## src/include/spi_ms_pkg.sv

```systemverilog
// Constants shared by the serial master/slave block.
// Assumes a 125 MHz system clock; all counts derive from that rate.
package spi_ms_pkg;
  // ==========================================================
  // Clock and rate constants
  localparam int CLK_HZ = 125000000;
  // Standard master rates in bit/s, index 0 fastest
  localparam int RATE_16M = 16000000;
  localparam int RATE_125K = 125000;
  localparam int RATE_HS = 32000000;
  localparam int SLAVE_MAX_HZ = 8000000;
  // Master half-period counts rounded up so the rate never exceeds the nominal; slave minimum half period in ns rounded down
  localparam int HALF_16M = (CLK_HZ + 2 * RATE_16M - 1) / (2 * RATE_16M);
  localparam int HALF_HS = (CLK_HZ + 2 * RATE_HS - 1) / (2 * RATE_HS);
  localparam int SLAVE_MIN_HALF_NS = 1000000000 / (2 * SLAVE_MAX_HZ);
  // ==========================================================
  // Field widths, mode bit positions and the idle fill byte
  localparam int RATE_SEL_W = 3;
  localparam int MODE_W = 2;
  localparam int CNT_W = 8;
  localparam int DIV_W = 12;
  localparam int MODE_CPHA_BIT = 0;
  localparam int MODE_CPOL_BIT = 1;
  localparam logic [7:0] IDLE_MISO_FILL = 8'hff;
endpackage

```

## src/logic/spi_master_slave_dma.sv

```systemverilog
// Serial master and slave units with byte-stream memory ports.
// Assumes pin routing is set up before enable and that an external
// arbiter serves the memory request/grant ports.
`timescale 1ns/100ps
module spi_master_slave_dma #(
  parameter int MAX_BYTES = 255
) (
  input wire logic I_CLK, // System clock
  input wire logic I_SYS_RST, // Async reset, active high
  input wire logic I_ENABLE, // Block enable
  input wire logic [1:0] I_MODE, // Clock polarity/phase mode
  input wire logic [2:0] I_RATE_SEL, // 0=16M ... 7=125k
  input wire logic I_HIGH_SPEED, // Use 32M high speed master
  input wire logic I_START, // Start master transaction pulse
  input wire logic [7:0] I_TX_COUNT, // Master bytes to send
  input wire logic [7:0] I_RX_COUNT, // Master bytes to receive
  input wire logic [7:0] I_CMD_COUNT, // Leading command bytes
  input wire logic [7:0] I_MEM_RDATA, // Master transmit byte from memory
  input wire logic I_MEM_RVALID, // Transmit byte valid
  input wire logic I_MISO, // Master MISO pin
  output logic O_SCK, // Master serial clock
  output logic O_MOSI, // Master data out
  output logic O_CMD_DATA_SELECT, // Low for command, high for data
  output logic O_MEM_RREQ, // Request next transmit byte
  output logic O_MEM_WVALID, // Received byte valid pulse
  output logic [7:0] O_MEM_WDATA, // Received byte
  output logic O_MASTER_BUSY, // Master transaction running
  output logic O_MASTER_END, // Master transaction ended pulse
  input wire logic I_S_SCK, // Slave clock pin
  input wire logic I_S_MOSI, // Slave data in pin
  input wire logic I_S_CHIP_SELECT_N, // Slave chip select, low active
  output logic O_S_MISO, // Slave MISO output
  output logic O_S_MISO_OE, // Slave MISO output enable
  input wire logic I_SEM_ACQUIRE, // CPU acquires semaphore pulse
  input wire logic I_SEM_RELEASE, // CPU releases semaphore pulse
  input wire logic [7:0] I_S_TX_BYTE, // Slave transmit byte from buffer
  output logic O_SEM_CPU_OWNS, // Semaphore held by CPU
  output logic O_S_RX_VALID, // Slave received byte pulse
  output logic [7:0] O_S_RX_BYTE, // Slave received byte
  output logic O_S_TX_REQ // Slave wants next transmit byte pulse
);
  // Byte counters are eight bits wide, so larger limits cannot be served
  if (MAX_BYTES < 1 || MAX_BYTES > 255)
  begin : g_bad_max_bytes
    $error("MAX_BYTES out of range");
  end

  // ==========================================================
  // Input synchronisers, two flops on every pin input
  logic [1:0] sync_miso, sync_sck, sync_smosi, sync_cs;
  always_ff @(posedge I_CLK or posedge I_SYS_RST)
  begin
    if (I_SYS_RST)
    begin
      sync_miso <= 2'h0;
      sync_sck <= 2'h0;
      sync_smosi <= 2'h0;
      sync_cs <= 2'h3;
    end
    else
    begin
      sync_miso <= {sync_miso[0], I_MISO};
      sync_sck <= {sync_sck[0], I_S_SCK};
      sync_smosi <= {sync_smosi[0], I_S_MOSI};
      sync_cs <= {sync_cs[0], I_S_CHIP_SELECT_N};
    end
  end
  logic miso_s, sck_s, smosi_s, cs_n_s;
  assign miso_s = sync_miso[1];
  assign sck_s = sync_sck[1];
  assign smosi_s = sync_smosi[1];
  assign cs_n_s = sync_cs[1];

  // Half-period of the serial clock in system cycles
  function automatic logic [11:0] half_div(input logic hs, input logic [2:0] sel);
    logic [11:0] base;
    base = 12'(spi_ms_pkg::HALF_16M);
    if (hs)
      half_div = 12'(spi_ms_pkg::HALF_HS);
    else
      half_div = 12'(base << sel);
  endfunction

  // ==========================================================
  // Master unit
  typedef enum {M_IDLE, M_FETCH, M_WAIT, M_LEAD, M_TRAIL, M_DONE} mstate_t;
  mstate_t mstate, next_mstate;
  logic [11:0] div, next_div;
  logic [7:0] tx_sh, next_tx_sh, rx_sh, next_rx_sh;
  logic [2:0] bitn, next_bitn;
  logic [7:0] byte_idx, next_byte_idx;
  logic [7:0] tx_n, next_tx_n, rx_n, next_rx_n, cmd_n, next_cmd_n;
  logic cpol, next_cpol, cpha, next_cpha;
  logic sck, next_sck, mosi, next_mosi, cmd_data, next_cmd_data;
  logic rreq, next_rreq, wv, next_wv, mend, next_mend;
  logic [7:0] wdata, next_wdata;
  logic [11:0] half;
  logic [7:0] total;

  assign half = half_div(I_HIGH_SPEED, I_RATE_SEL);
  assign total = (tx_n > rx_n) ? tx_n : rx_n;

  // Master next-state: phase 1 shifts out on the lead edge and samples on the trail edge; phase 0 samples on lead, shifts on trail
  always_comb
  begin
    next_mstate = mstate;
    next_div = div;
    next_tx_sh = tx_sh;
    next_rx_sh = rx_sh;
    next_bitn = bitn;
    next_byte_idx = byte_idx;
    next_tx_n = tx_n;
    next_rx_n = rx_n;
    next_cmd_n = cmd_n;
    next_cpol = cpol;
    next_cpha = cpha;
    next_sck = sck;
    next_mosi = mosi;
    next_cmd_data = cmd_data;
    next_rreq = 1'b0;
    next_wv = 1'b0;
    next_wdata = wdata;
    next_mend = 1'b0;
    case (mstate)
      M_IDLE:
      begin
        next_sck = cpol;
        if (I_ENABLE && I_START && (I_TX_COUNT != 8'h0 || I_RX_COUNT != 8'h0))
        begin
          next_tx_n = I_TX_COUNT;
          next_rx_n = I_RX_COUNT;
          next_cmd_n = I_CMD_COUNT;
          next_cpol = I_MODE[spi_ms_pkg::MODE_CPOL_BIT];
          next_cpha = I_MODE[spi_ms_pkg::MODE_CPHA_BIT];
          next_sck = I_MODE[spi_ms_pkg::MODE_CPOL_BIT];
          next_byte_idx = 8'h0;
          next_mstate = M_FETCH;
        end
      end
      M_FETCH:
      begin
        next_cmd_data = (byte_idx >= cmd_n);
        if (byte_idx < tx_n)
        begin
          next_rreq = 1'b1;
          next_mstate = M_WAIT;
        end
        else
        begin
          next_tx_sh = spi_ms_pkg::IDLE_MISO_FILL;
          next_mstate = M_LEAD;
        end
        next_bitn = 3'h7;
        // Reload one short: the count ends at zero, so each half is half cycles
        next_div = half - 12'h1;
      end
      M_WAIT:
      begin
        if (I_MEM_RVALID)
        begin
          next_tx_sh = I_MEM_RDATA;
          next_mstate = M_LEAD;
        end
      end
      M_LEAD:
      begin
        // Phase 0 presents data a half period before the first edge
        if (!cpha)
          next_mosi = tx_sh[7];
        if (div != 12'h0)
          next_div = div - 12'h1;
        else
        begin
          next_div = half - 12'h1;
          next_sck = ~sck;
          if (cpha)
            next_mosi = tx_sh[7];
          else
            next_rx_sh = {rx_sh[6:0], miso_s};
          next_mstate = M_TRAIL;
        end
      end
      M_TRAIL:
      begin
        if (div != 12'h0)
          next_div = div - 12'h1;
        else
        begin
          next_div = half - 12'h1;
          next_sck = ~sck;
          next_tx_sh = {tx_sh[6:0], 1'b0};
          if (cpha)
            next_rx_sh = {rx_sh[6:0], miso_s};
          if (bitn != 3'h0)
          begin
            next_bitn = bitn - 3'h1;
            next_mstate = M_LEAD;
          end
          else
          begin
            if (byte_idx < rx_n)
            begin
              next_wv = 1'b1;
              next_wdata = cpha ? {rx_sh[6:0], miso_s} : rx_sh;
            end
            next_byte_idx = byte_idx + 8'h1;
            next_mstate = (byte_idx + 8'h1 >= total) ? M_DONE : M_FETCH;
          end
        end
      end
      M_DONE:
      begin
        next_mend = 1'b1;
        next_sck = cpol;
        next_mstate = M_IDLE;
      end
      default: next_mstate = M_IDLE;
    endcase
  end

  // Master registers
  always_ff @(posedge I_CLK or posedge I_SYS_RST)
  begin
    if (I_SYS_RST)
    begin
      mstate <= M_IDLE;
      div <= 12'h0;
      tx_sh <= 8'h0;
      rx_sh <= 8'h0;
      bitn <= 3'h0;
      byte_idx <= 8'h0;
      tx_n <= 8'h0;
      rx_n <= 8'h0;
      cmd_n <= 8'h0;
      cpol <= 1'b0;
      cpha <= 1'b0;
      sck <= 1'b0;
      mosi <= 1'b0;
      cmd_data <= 1'b1;
      rreq <= 1'b0;
      wv <= 1'b0;
      wdata <= 8'h0;
      mend <= 1'b0;
    end
    else
    begin
      mstate <= next_mstate;
      div <= next_div;
      tx_sh <= next_tx_sh;
      rx_sh <= next_rx_sh;
      bitn <= next_bitn;
      byte_idx <= next_byte_idx;
      tx_n <= next_tx_n;
      rx_n <= next_rx_n;
      cmd_n <= next_cmd_n;
      cpol <= next_cpol;
      cpha <= next_cpha;
      sck <= next_sck;
      mosi <= next_mosi;
      cmd_data <= next_cmd_data;
      rreq <= next_rreq;
      wv <= next_wv;
      wdata <= next_wdata;
      mend <= next_mend;
    end
  end
  assign O_SCK = sck;
  assign O_MOSI = mosi;
  assign O_CMD_DATA_SELECT = cmd_data;
  assign O_MEM_RREQ = rreq;
  assign O_MEM_WVALID = wv;
  assign O_MEM_WDATA = wdata;
  logic busy;
  always_ff @(posedge I_CLK or posedge I_SYS_RST)
  begin
    if (I_SYS_RST)
      busy <= 1'b0;
    else
      busy <= (next_mstate != M_IDLE);
  end
  assign O_MASTER_BUSY = busy;
  assign O_MASTER_END = mend;

  // ==========================================================
  // Slave unit; edges found by oversampling, so only clocks up to
  // the documented 8M ceiling are served reliably
  logic sck_d, sem_cpu, next_sem_cpu;
  logic [7:0] s_rx, next_s_rx, s_tx, next_s_tx, s_rxb, next_s_rxb;
  logic [2:0] s_bit, next_s_bit;
  logic s_miso, next_s_miso, s_oe, next_s_oe, s_rv, next_s_rv, s_treq, next_s_treq;
  logic s_lead, s_trail, s_sample, s_shift;
  assign s_lead = (sck_s != sck_d) && (sck_s != cpol);
  assign s_trail = (sck_s != sck_d) && (sck_s == cpol);
  assign s_sample = cpha ? s_trail : s_lead;
  assign s_shift = cpha ? s_lead : s_trail;

  // Slave next-state and semaphore
  always_comb
  begin
    next_sem_cpu = sem_cpu;
    if (I_SEM_ACQUIRE)
      next_sem_cpu = 1'b1;
    else if (I_SEM_RELEASE)
      next_sem_cpu = 1'b0;
    next_s_rx = s_rx;
    next_s_tx = s_tx;
    next_s_rxb = s_rxb;
    next_s_bit = s_bit;
    next_s_miso = s_miso;
    next_s_rv = 1'b0;
    next_s_treq = 1'b0;
    next_s_oe = I_ENABLE && !cs_n_s;
    if (cs_n_s || !I_ENABLE)
    begin
      next_s_bit = 3'h7;
      // Shift register takes the buffer byte only while the DMA side owns it, else the fill byte
      next_s_tx = sem_cpu ? spi_ms_pkg::IDLE_MISO_FILL : I_S_TX_BYTE;
      next_s_miso = next_s_tx[7];
    end
    else
    begin
      if (s_sample)
      begin
        next_s_rx = {s_rx[6:0], smosi_s};
        if (s_bit == 3'h0)
        begin
          next_s_rxb = {s_rx[6:0], smosi_s};
          next_s_rv = !sem_cpu;
          next_s_treq = !sem_cpu;
          next_s_bit = 3'h7;
          next_s_tx = sem_cpu ? spi_ms_pkg::IDLE_MISO_FILL : I_S_TX_BYTE;
        end
        else
        begin
          next_s_bit = s_bit - 3'h1;
          next_s_tx = {s_tx[6:0], 1'b0};
        end
      end
      if (s_shift)
        next_s_miso = s_tx[7];
    end
  end

  // Slave registers
  always_ff @(posedge I_CLK or posedge I_SYS_RST)
  begin
    if (I_SYS_RST)
    begin
      sck_d <= 1'b0;
      sem_cpu <= 1'b0;
      s_rx <= 8'h0;
      s_tx <= 8'h0;
      s_rxb <= 8'h0;
      s_bit <= 3'h7;
      s_miso <= 1'b0;
      s_oe <= 1'b0;
      s_rv <= 1'b0;
      s_treq <= 1'b0;
    end
    else
    begin
      sck_d <= sck_s;
      sem_cpu <= next_sem_cpu;
      s_rx <= next_s_rx;
      s_tx <= next_s_tx;
      s_rxb <= next_s_rxb;
      s_bit <= next_s_bit;
      s_miso <= next_s_miso;
      s_oe <= next_s_oe;
      s_rv <= next_s_rv;
      s_treq <= next_s_treq;
    end
  end
  assign O_S_MISO = s_miso;
  assign O_S_MISO_OE = s_oe;
  assign O_SEM_CPU_OWNS = sem_cpu;
  assign O_S_RX_VALID = s_rv;
  assign O_S_RX_BYTE = s_rxb;
  assign O_S_TX_REQ = s_treq;
endmodule

```

## config.mk

```make
export PLATFORM = sky130hd
export DESIGN_NAME = spi_master_slave_dma
export DESIGN_NICKNAME = d
export VERILOG_FILES = /design/src/include/spi_ms_pkg.sv /design/src/logic/spi_master_slave_dma.sv
export SDC_FILE = /design/constraint.sdc
export NUM_CORES = 1
export LEC_CHECK = 0
export ABC_AREA = 1
export BUFFER_PORTS_ARGS = -buffer_cell sky130_fd_sc_hd__buf_4
export CAP_MARGIN = 20
export CORE_UTILIZATION = 54
export DETAILED_ROUTE_END_ITERATION = 12
export PLACE_DENSITY = 0.81
export SYNTH_ARGS = -nofsm -noshare
export SYNTH_HDL_FRONTEND = slang
export SYNTH_SLANG_ARGS = --single-unit
```

## constraint.sdc

```tcl
create_clock -name I_CLK -period 4.1 [get_ports I_CLK]
set_input_delay 0.205 -clock I_CLK [delete_from_list [all_inputs] [get_ports I_CLK]]
set_output_delay 0.205 -clock I_CLK [all_outputs]
set_load 0.01 [all_outputs]
```

==> results_dict.tcl, run 1 <==
set metrics [dict create \
    gp_congestion 0.8842 \
    clk_pin_slew_ps 70 \
    grt_usage 0.2435 \
    vias 6724 \
    synth.ff_latch_count 151 \
    clock_sinks 151 \
    dp_hpwl_um 12610 \
    netlist_instances 986 \
    hold_start "I_CMD_COUNT[2]" \
    fin_nets 1205 \
    pre_cts_slack_ps 1004 \
    seq_area_frac_synth 0.4691 \
    period_share 0.7593 \
    r2r_end "O_MASTER_BUSY" \
    root_buffer "clkbuf_16" \
    first_global_vias 6377 \
    rr_startpoint "rx_n[7]" \
    fin_worst_skew_ps 11.40 \
    syn_area_per_cell_um2 8.185 \
    io_pins 85 \
    drt.antenna.violating_nets 0 \
    ys_types 42 \
    whs_ps 20.33 \
    cp.arrival_ps 3420 \
    drt-vias-per-instance 5.168 \
    end_kind "flip-flop" \
    power_mw 3.295 \
    finalSetupTns_ps 0 \
    finalSetupViolations 0 \
    rsz0062_at_grt "false" \
    worst-path-max-fanout 16 \
    drc_errors 0 \
    cts_resized 0 \
    area_growth_pct 18.59 \
    dieArea_mm2 0.01544 \
    core_area_mm2 0.01453 \
    antenna_found_initial 0 \
    vdd_drop_max_uv 313.6 \
    status "complete, no violations" \
    rows 44 \
    worst_skew_pair.late_latency_ps 430 \
    min_path_type "in -> reg" \
    p_leak_nw 5.060 \
    crit_top_cell "nand2_1" \
    grt_pass1_wl_um 30310 \
    routedWlPerCell_um 13.40 \
    drive_gt1_frac 0.1611 \
    ys_warn_count 0 \
    critPathLaunchType "flip-flop" \
    grt_max_degree 82 \
    worst_slew_pin_slew_ps 895.6 \
    crit_required_ps 4410 \
    drt-pass1-iter-count 5 \
    fin_ws_ps 986.9 \
    crit_chain "inv_1 -> ha_1 -> nand2_1 -> nor2_1 -> nand3_1 -> o21ai_1 -> o21ai_0 -> ha_1 -> nand2_1 -> nor2_1 -> nor2_1 -> nand2_1 -> nand2_1 -> nand2_1 -> nand2_1 -> nand2_1 -> nand3_1 -> nand2_1 -> nor2_1 -> nand2_1" \
    clk_path_buf_depth 2 \
    drt-initial-drc-count 593 \
    max_stage_delay_ps 710 \
    cts_made_buffers 17 \
    drt-total-wl_um 17430 \
    slew_headroom 0.3990 \
    cts_hold_buf 8 \
    die_w_um 124.3 \
    initial_core_util 0.5553 \
    crit_buf_inv 1 \
    final_common_cell "nand2_1" \
    port_buffers 84 \
    fmax_mhz 321.2 \
    cpMaxStageDelayCell "o21ai_1" \
    r2r_cells 20 \
    cts_tree "done" \
    whs_endpoint "cmd_n[2]" \
    die_height_um 124.3 \
    cts-htree-levels 4 \
    r2r_slack_ps 990 \
    maxCapViolCount 0 \
    crit_type "reg -> reg" \
    cts_setup_buffers 0 \
    final_cell_mix "nand2_1 (261), dfrtp_1 (145), inv_1 (122), nor2_1 (91), o21ai_0 (86)" \
    synth_area_mm2 0.008070 \
    hold_viol_final 0 \
    antenna_cells 0 \
    fin_crit_ps 3113 \
    worstHoldPathCells 3 \
    crit_family "simple AND/OR/NAND/NOR gates" \
    final_max_slew_viol_count 0 \
    grt_overflow_total 0 \
    powerDensity_mw_per_mm2 344.3 \
]
tightest hold or removal path, delay by kind of cell:
| family | cells | cell delay [ps] |
|---|---|---|
| AO/OA/AOI/OAI | 1 | 100 |
| buffers and inverters | 1 | 80 |
| AND/OR/NAND/NOR | 1 | 30 |
routing by layer:
metal,GRT usage,vias to the layer above,part of all wire
met4,0.08434,0,0.020
met2,0.3819,174,0.46
li1,-,3358,-
met1,0.3363,3164,0.46
met3,0.05026,28,0.053
met5,0,-,0
report_power, final:
part           leakage [nW]  internal (mW)  switching [mW]  total, mW
clock                 0.293          0.863           0.691       1.55
combinational          2.96         0.0727           0.105      0.178
sequential             1.81           1.54          0.0224       1.56
total                  5.06           2.48           0.818       3.29
sequential cells by signal (all words and copies together) (netlist names), 3 cells and up:
name	cells
O_S_RX_BYTE	8
O_MEM_WDATA	8
tx_n	8
tx_sh	8
s_bit	3
s_rx	7
bitn	3
rx_n	8
byte_idx	8
mstate	32
cmd_n	8
s_tx	8
rx_sh	8
div	12
synthesized netlist by cell type (all sizes together):
master | n | share of area
xor2 | 11 | 0.012
xnor2 | 2 | 0.0022
dfstp | 6 | 0.020
o2111ai | 1 | 0.0011
dfrtp | 145 | 0.45
inv | 129 | 0.060
nor3 | 6 | 0.0037
nand2 | 276 | 0.14
o21ai | 113 | 0.076
nand4 | 8 | 0.0070
o21bai | 1 | 0.00093
conb | 1 | 0.00046
a21oi | 43 | 0.028
o22ai | 3 | 0.0023
o211ai | 1 | 0.00093
o21a | 2 | 0.0019
nand3b | 1 | 0.00093
ha | 44 | 0.068
a31oi | 3 | 0.0023
a22oi | 1 | 0.00093
mux2 | 2 | 0.0037
nand3 | 55 | 0.037
nor2 | 108 | 0.066
a21o | 1 | 0.00093
buf | 14 | 0.015
clkbuf | 9 | 0.0042
metrics by stage:
stage | std cells | cell area [um2] | util
CTS | 1301 | 9570 | 0.6585
detailed placement | 1261 | 8911 | 0.6131
global route | 1301 | 9570 | 0.6585
floorplan | 1014 | 8179 | -
finish | 1301 | 9570 | 0.6585
global placement | 1261 | 8911 | 0.6131
layout make-up:
type | instances | area [um2]
Sequential cell | 151 | 3786
Inverter | 129 | 490.5
Multi-Input combinational cell | 711 | 3746
Clock inverter | 15 | 153.9
Tap cell | 184 | 230.2
Clock buffer | 17 | 425.4
Fill cell | 1192 | 4964
Timing Repair Buffer | 94 | 738.2
worst max path at each step:
stage,from,cells past startpoint,endpoint
final,rx_n[7],20,O_MASTER_BUSY
after CTS,rx_n[7],20,O_MASTER_BUSY
after floorplan,tx_n[7],20,O_MASTER_BUSY
after detailed placement,rx_n[7],20,O_MASTER_BUSY
after global placement,tx_n[7],19,O_MASTER_BUSY
after global routing,rx_n[7],20,O_MASTER_BUSY
cells by family after synthesis:
kind of cell,synth area share
simple gates,0.2496
flops,0.4691
mux,0.003721
compound gates,0.1150
xor+xnor,0.01411
other cells,0.0004647
buf+inv,0.07969
fa+ha+maj,0.06822
Note: power is estimated with default switching activity, not from simulation.
==> inputs of run 2 (changes only) <==
--- a/config.mk
+++ b/config.mk
@@ -5,12 +5,12 @@
 export SDC_FILE = /design/constraint.sdc
 export NUM_CORES = 1
 export LEC_CHECK = 0
-export ABC_AREA = 1
+export ABC_AREA = 0
 export BUFFER_PORTS_ARGS = -buffer_cell sky130_fd_sc_hd__buf_4
 export CAP_MARGIN = 20
-export CORE_UTILIZATION = 54
+export CORE_UTILIZATION = 53
 export DETAILED_ROUTE_END_ITERATION = 12
-export PLACE_DENSITY = 0.81
+export PLACE_DENSITY = 0.8
 export SYNTH_ARGS = -nofsm -noshare
 export SYNTH_HDL_FRONTEND = slang
 export SYNTH_SLANG_ARGS = --single-unit
==> constraint.sdc (replaced) <==
create_clock -name I_CLK -period 2.65 [get_ports I_CLK]
set_input_delay 0.1325 -clock I_CLK [delete_from_list [all_inputs] [get_ports I_CLK]]
set_output_delay 0.1325 -clock I_CLK [all_outputs]
set_load 0.01 [all_outputs]
==> run 2 against run 1 <==
The flow now finishes with violations (negative setup slack). Register-to-register slack got worse by 1400 ps. Sequential power increased by 56%. Critical path depth down 5. Clock-buffer cell count increased by 4. Critical endpoint is now mstate[2]. Largest power group is now the clock network.
==> results_dict.tcl, run 2 <==
set metrics [dict create \
    crit_required_ps 2930 \
    port_buffers 84 \
    grt_pass1_wl_um 29620 \
    yosys.area.top_type "dfrtp_1" \
    synth_xor_area_frac 0.009429 \
    worst_skew_pair.late_latency_ps 430 \
    rsz0062_at_grt "true" \
    synth_top_family_by_area "simple AND/OR/NAND/NOR gates" \
    largest_register_ffs 32 \
    slew_headroom 0.4850 \
    vdd_drop_max_uv 460.6 \
    first_global_vias 6192 \
    final_common_cell "dfrtp_1" \
    yosysMostFrequentCell "dfrtp_1" \
    ys_async_sr_fraction 1.000 \
    dieArea_mm2 0.01450 \
    grt_max_degree 152 \
    fmax_mhz 324.8 \
    fin_nets 954 \
    crit_chain "inv_2 -> ha_4 -> nor2b_4 -> o21a_1 -> o21a_1 -> o21ai_2 -> a21oi_4 -> mux2i_1 -> ha_1 -> o21ai_2 -> nand2b_1 -> a21oi_2 -> a211oi_2 -> o311ai_2 -> a21oi_1" \
    maxCapViolCount 0 \
    clock_sinks 151 \
    routedWlPerCell_um 17.29 \
    initial_core_util 0.5524 \
    gp_congestion 0.8720 \
    max_stage_delay_ps 370 \
    p_leak_nw 4.789 \
    reg_top3 "mstate (32), div (12)" \
    ys_types 69 \
    cts_made_buffers 17 \
    rows 42 \
    worst_slew_pin_slew_ps 772.5 \
    violations "negative setup slack" \
    drt-initial-drc-count 440 \
    period_share 1.162 \
    clk_pin_slew_ps 60 \
    final_cell_mix "dfrtp_1 (145), buf_4 (120), nand2_1 (58), o21ai_0 (54), mux2_2 (47)" \
    seq_area_frac_synth 0.5095 \
    end_kind "flip-flop" \
    regMostFlops "mstate" \
    drt-total-wl_um 18000 \
    synth_area_leaders "dfrtp_1 (49%), ha_1 (7.4%), mux2_2 (7.3%)" \
    cp.arrival_ps 3360 \
    muxShareOfSynthArea 0.1064 \
    ys.flop_type "dfrtp_1" \
    drc_errors 0 \
    cts-htree-levels 4 \
    io_pins 85 \
    ys_warn_count 0 \
    drt-pass1-iter-count 5 \
    synth_area_mm2 0.007431 \
    finalSetupViolations 1 \
    synth_compound_area_frac 0.1283 \
    synth_edf_count 0 \
    fin_crit_ps 3079 \
    clk_path_buf_depth 2 \
    critPathLaunchType "flip-flop" \
    synthAdderAreaFrac 0.07409 \
    drive_gt1_frac 0.2798 \
    grt_overflow_total 0 \
    fin_worst_skew_ps 10.09 \
    die_height_um 120.4 \
    min_path_type "in -> reg" \
    area_growth_pct 29.15 \
    core_area_mm2 0.01345 \
    powerDensity_mw_per_mm2 539.7 \
    yosys.area_share.simple 0.1371 \
    synth_common_cells "dfrtp_1 (145), nand2_1 (58), o21ai_0 (58)" \
    die_w_um 120.4 \
    crit_type "reg -> reg" \
    utilization 0.7134 \
    vias 5946 \
    dp_hpwl_um 11820 \
    antenna_found_initial 0 \
    cpMaxStageDelayCell "dfrtp_1" \
    final_max_slew_viol_count 0 \
    syn_area_per_cell_um2 11.07 \
    cts_tree "done" \
    grt_usage 0.2653 \
    netlist_instances 671 \
    synth.ff_latch_count 151 \
    drt-vias-per-instance 5.712 \
    status "complete, but fails checks" \
    hold_viol_final 0 \
    drt.antenna.violating_nets 0 \
    worst-path-max-fanout 6 \
    fin_ws_ps -428.8 \
    synth_top_area_share 0.4883 \
    antenna_cells 0 \
    power_mw 5.179 \
    root_buffer "clkbuf_16" \
]
run 2: cell types whose count changed after synthesis, moves of 18 or more:
cell     delta
a21oi_1    -18
inv_1      -84
mux2_2     +48
nand2_1   -203
nand3_1    -45
nor2_1     -55
o21ai_0    -28
run 2: layout make-up:
type                       instances  area [um2]
fill                             904        3856
timing repair buffer             156        1272
sequential                       151        3786
clock buffer                      21       460.4
inverter                          39       150.1
tap                              176       220.2
clock inverter                    10       146.4
multi-input combinational        488        3561
run 2: cells by family (layout without fill, tap and decap cells):
| logic type | count (synthesis) | in the layout |
|---|---|---|
| AND/OR/NAND/NOR | 192 | 192 |
| other | 1 | 29 |
| XOR/XNOR | 8 | 8 |
| multiplexers | 69 | 69 |
| adder cells (fa/ha/maj) | 44 | 44 |
| AO/OA/AOI/OAI | 146 | 146 |
| flip-flops | 151 | 151 |
| buffers and inverters | 60 | 226 |
run 2: final timing paths:
check | from | end | slack, ps | cells after the start
worst max-delay path | rx_n[1] | mstate[2] | -430 | 15
worst min-delay path | I_S_TX_BYTE[0] | s_tx[0] | 30 | 3
worst max register to register | rx_n[1] | mstate[2] | -430 | 15
worst min register to register | sync_sck[0] | sync_sck[1] | 350 | 0
max in group asynchronous | I_SYS_RST | byte_idx[3] | 1590 | 4
min in group asynchronous | I_SYS_RST | rx_sh[3] | 510 | 4
run 2: power breakdown:
part | internal [mW] | switching (mW) | total [mW]
clock | 1.53 | 0.952 | 2.48
sequential | 2.38 | 0.0439 | 2.43
combinational | 0.140 | 0.126 | 0.266
run 2: metal layers:
metal,vias to the layer above,global-route usage,share of wire,wire length [um]
met5,-,0,0,0
met4,0,0.1343,0.036,648
met3,56,0.05896,0.054,975
met2,230,0.4598,0.51,9239
met1,2911,0.3094,0.40,7134
li1,2749,-,-,-
run 2: worst max-delay path: cells and delay by family (launching register included):
family,cells,cell delay [ps]
AOI/OAI and AO/OA,9,1460
adders and majority gates,2,530
DFF,1,370
muxes,1,250
and+or+nand+nor,2,240
buffers and inverters,1,70
run 2: timing repair:
item / CTS / global route
hold buffers: 34 / 0
hold endpoints to repair: 51 / 0
buffers inserted: 1 / 1
endpoints found under the setup margin: 1 / 1
pin swaps: 12 / 1
resized for setup: 11 / 1
run 2: metrics by stage:
step                hold slack [ps]  worst slack (ps)  TNS (ps)  std cells  area, um2
finish                        29.21            -428.8    -428.8       1041       9597
global route                  76.76            -457.7    -457.7       1041       9597
CTS                           26.04            -150.9    -150.9       1040       9582
detailed placement            242.9            -206.4    -206.4        974       8577
global placement              241.8            -55.30    -55.30        974       8577
floorplan                     137.0             13.30         0        699       7555
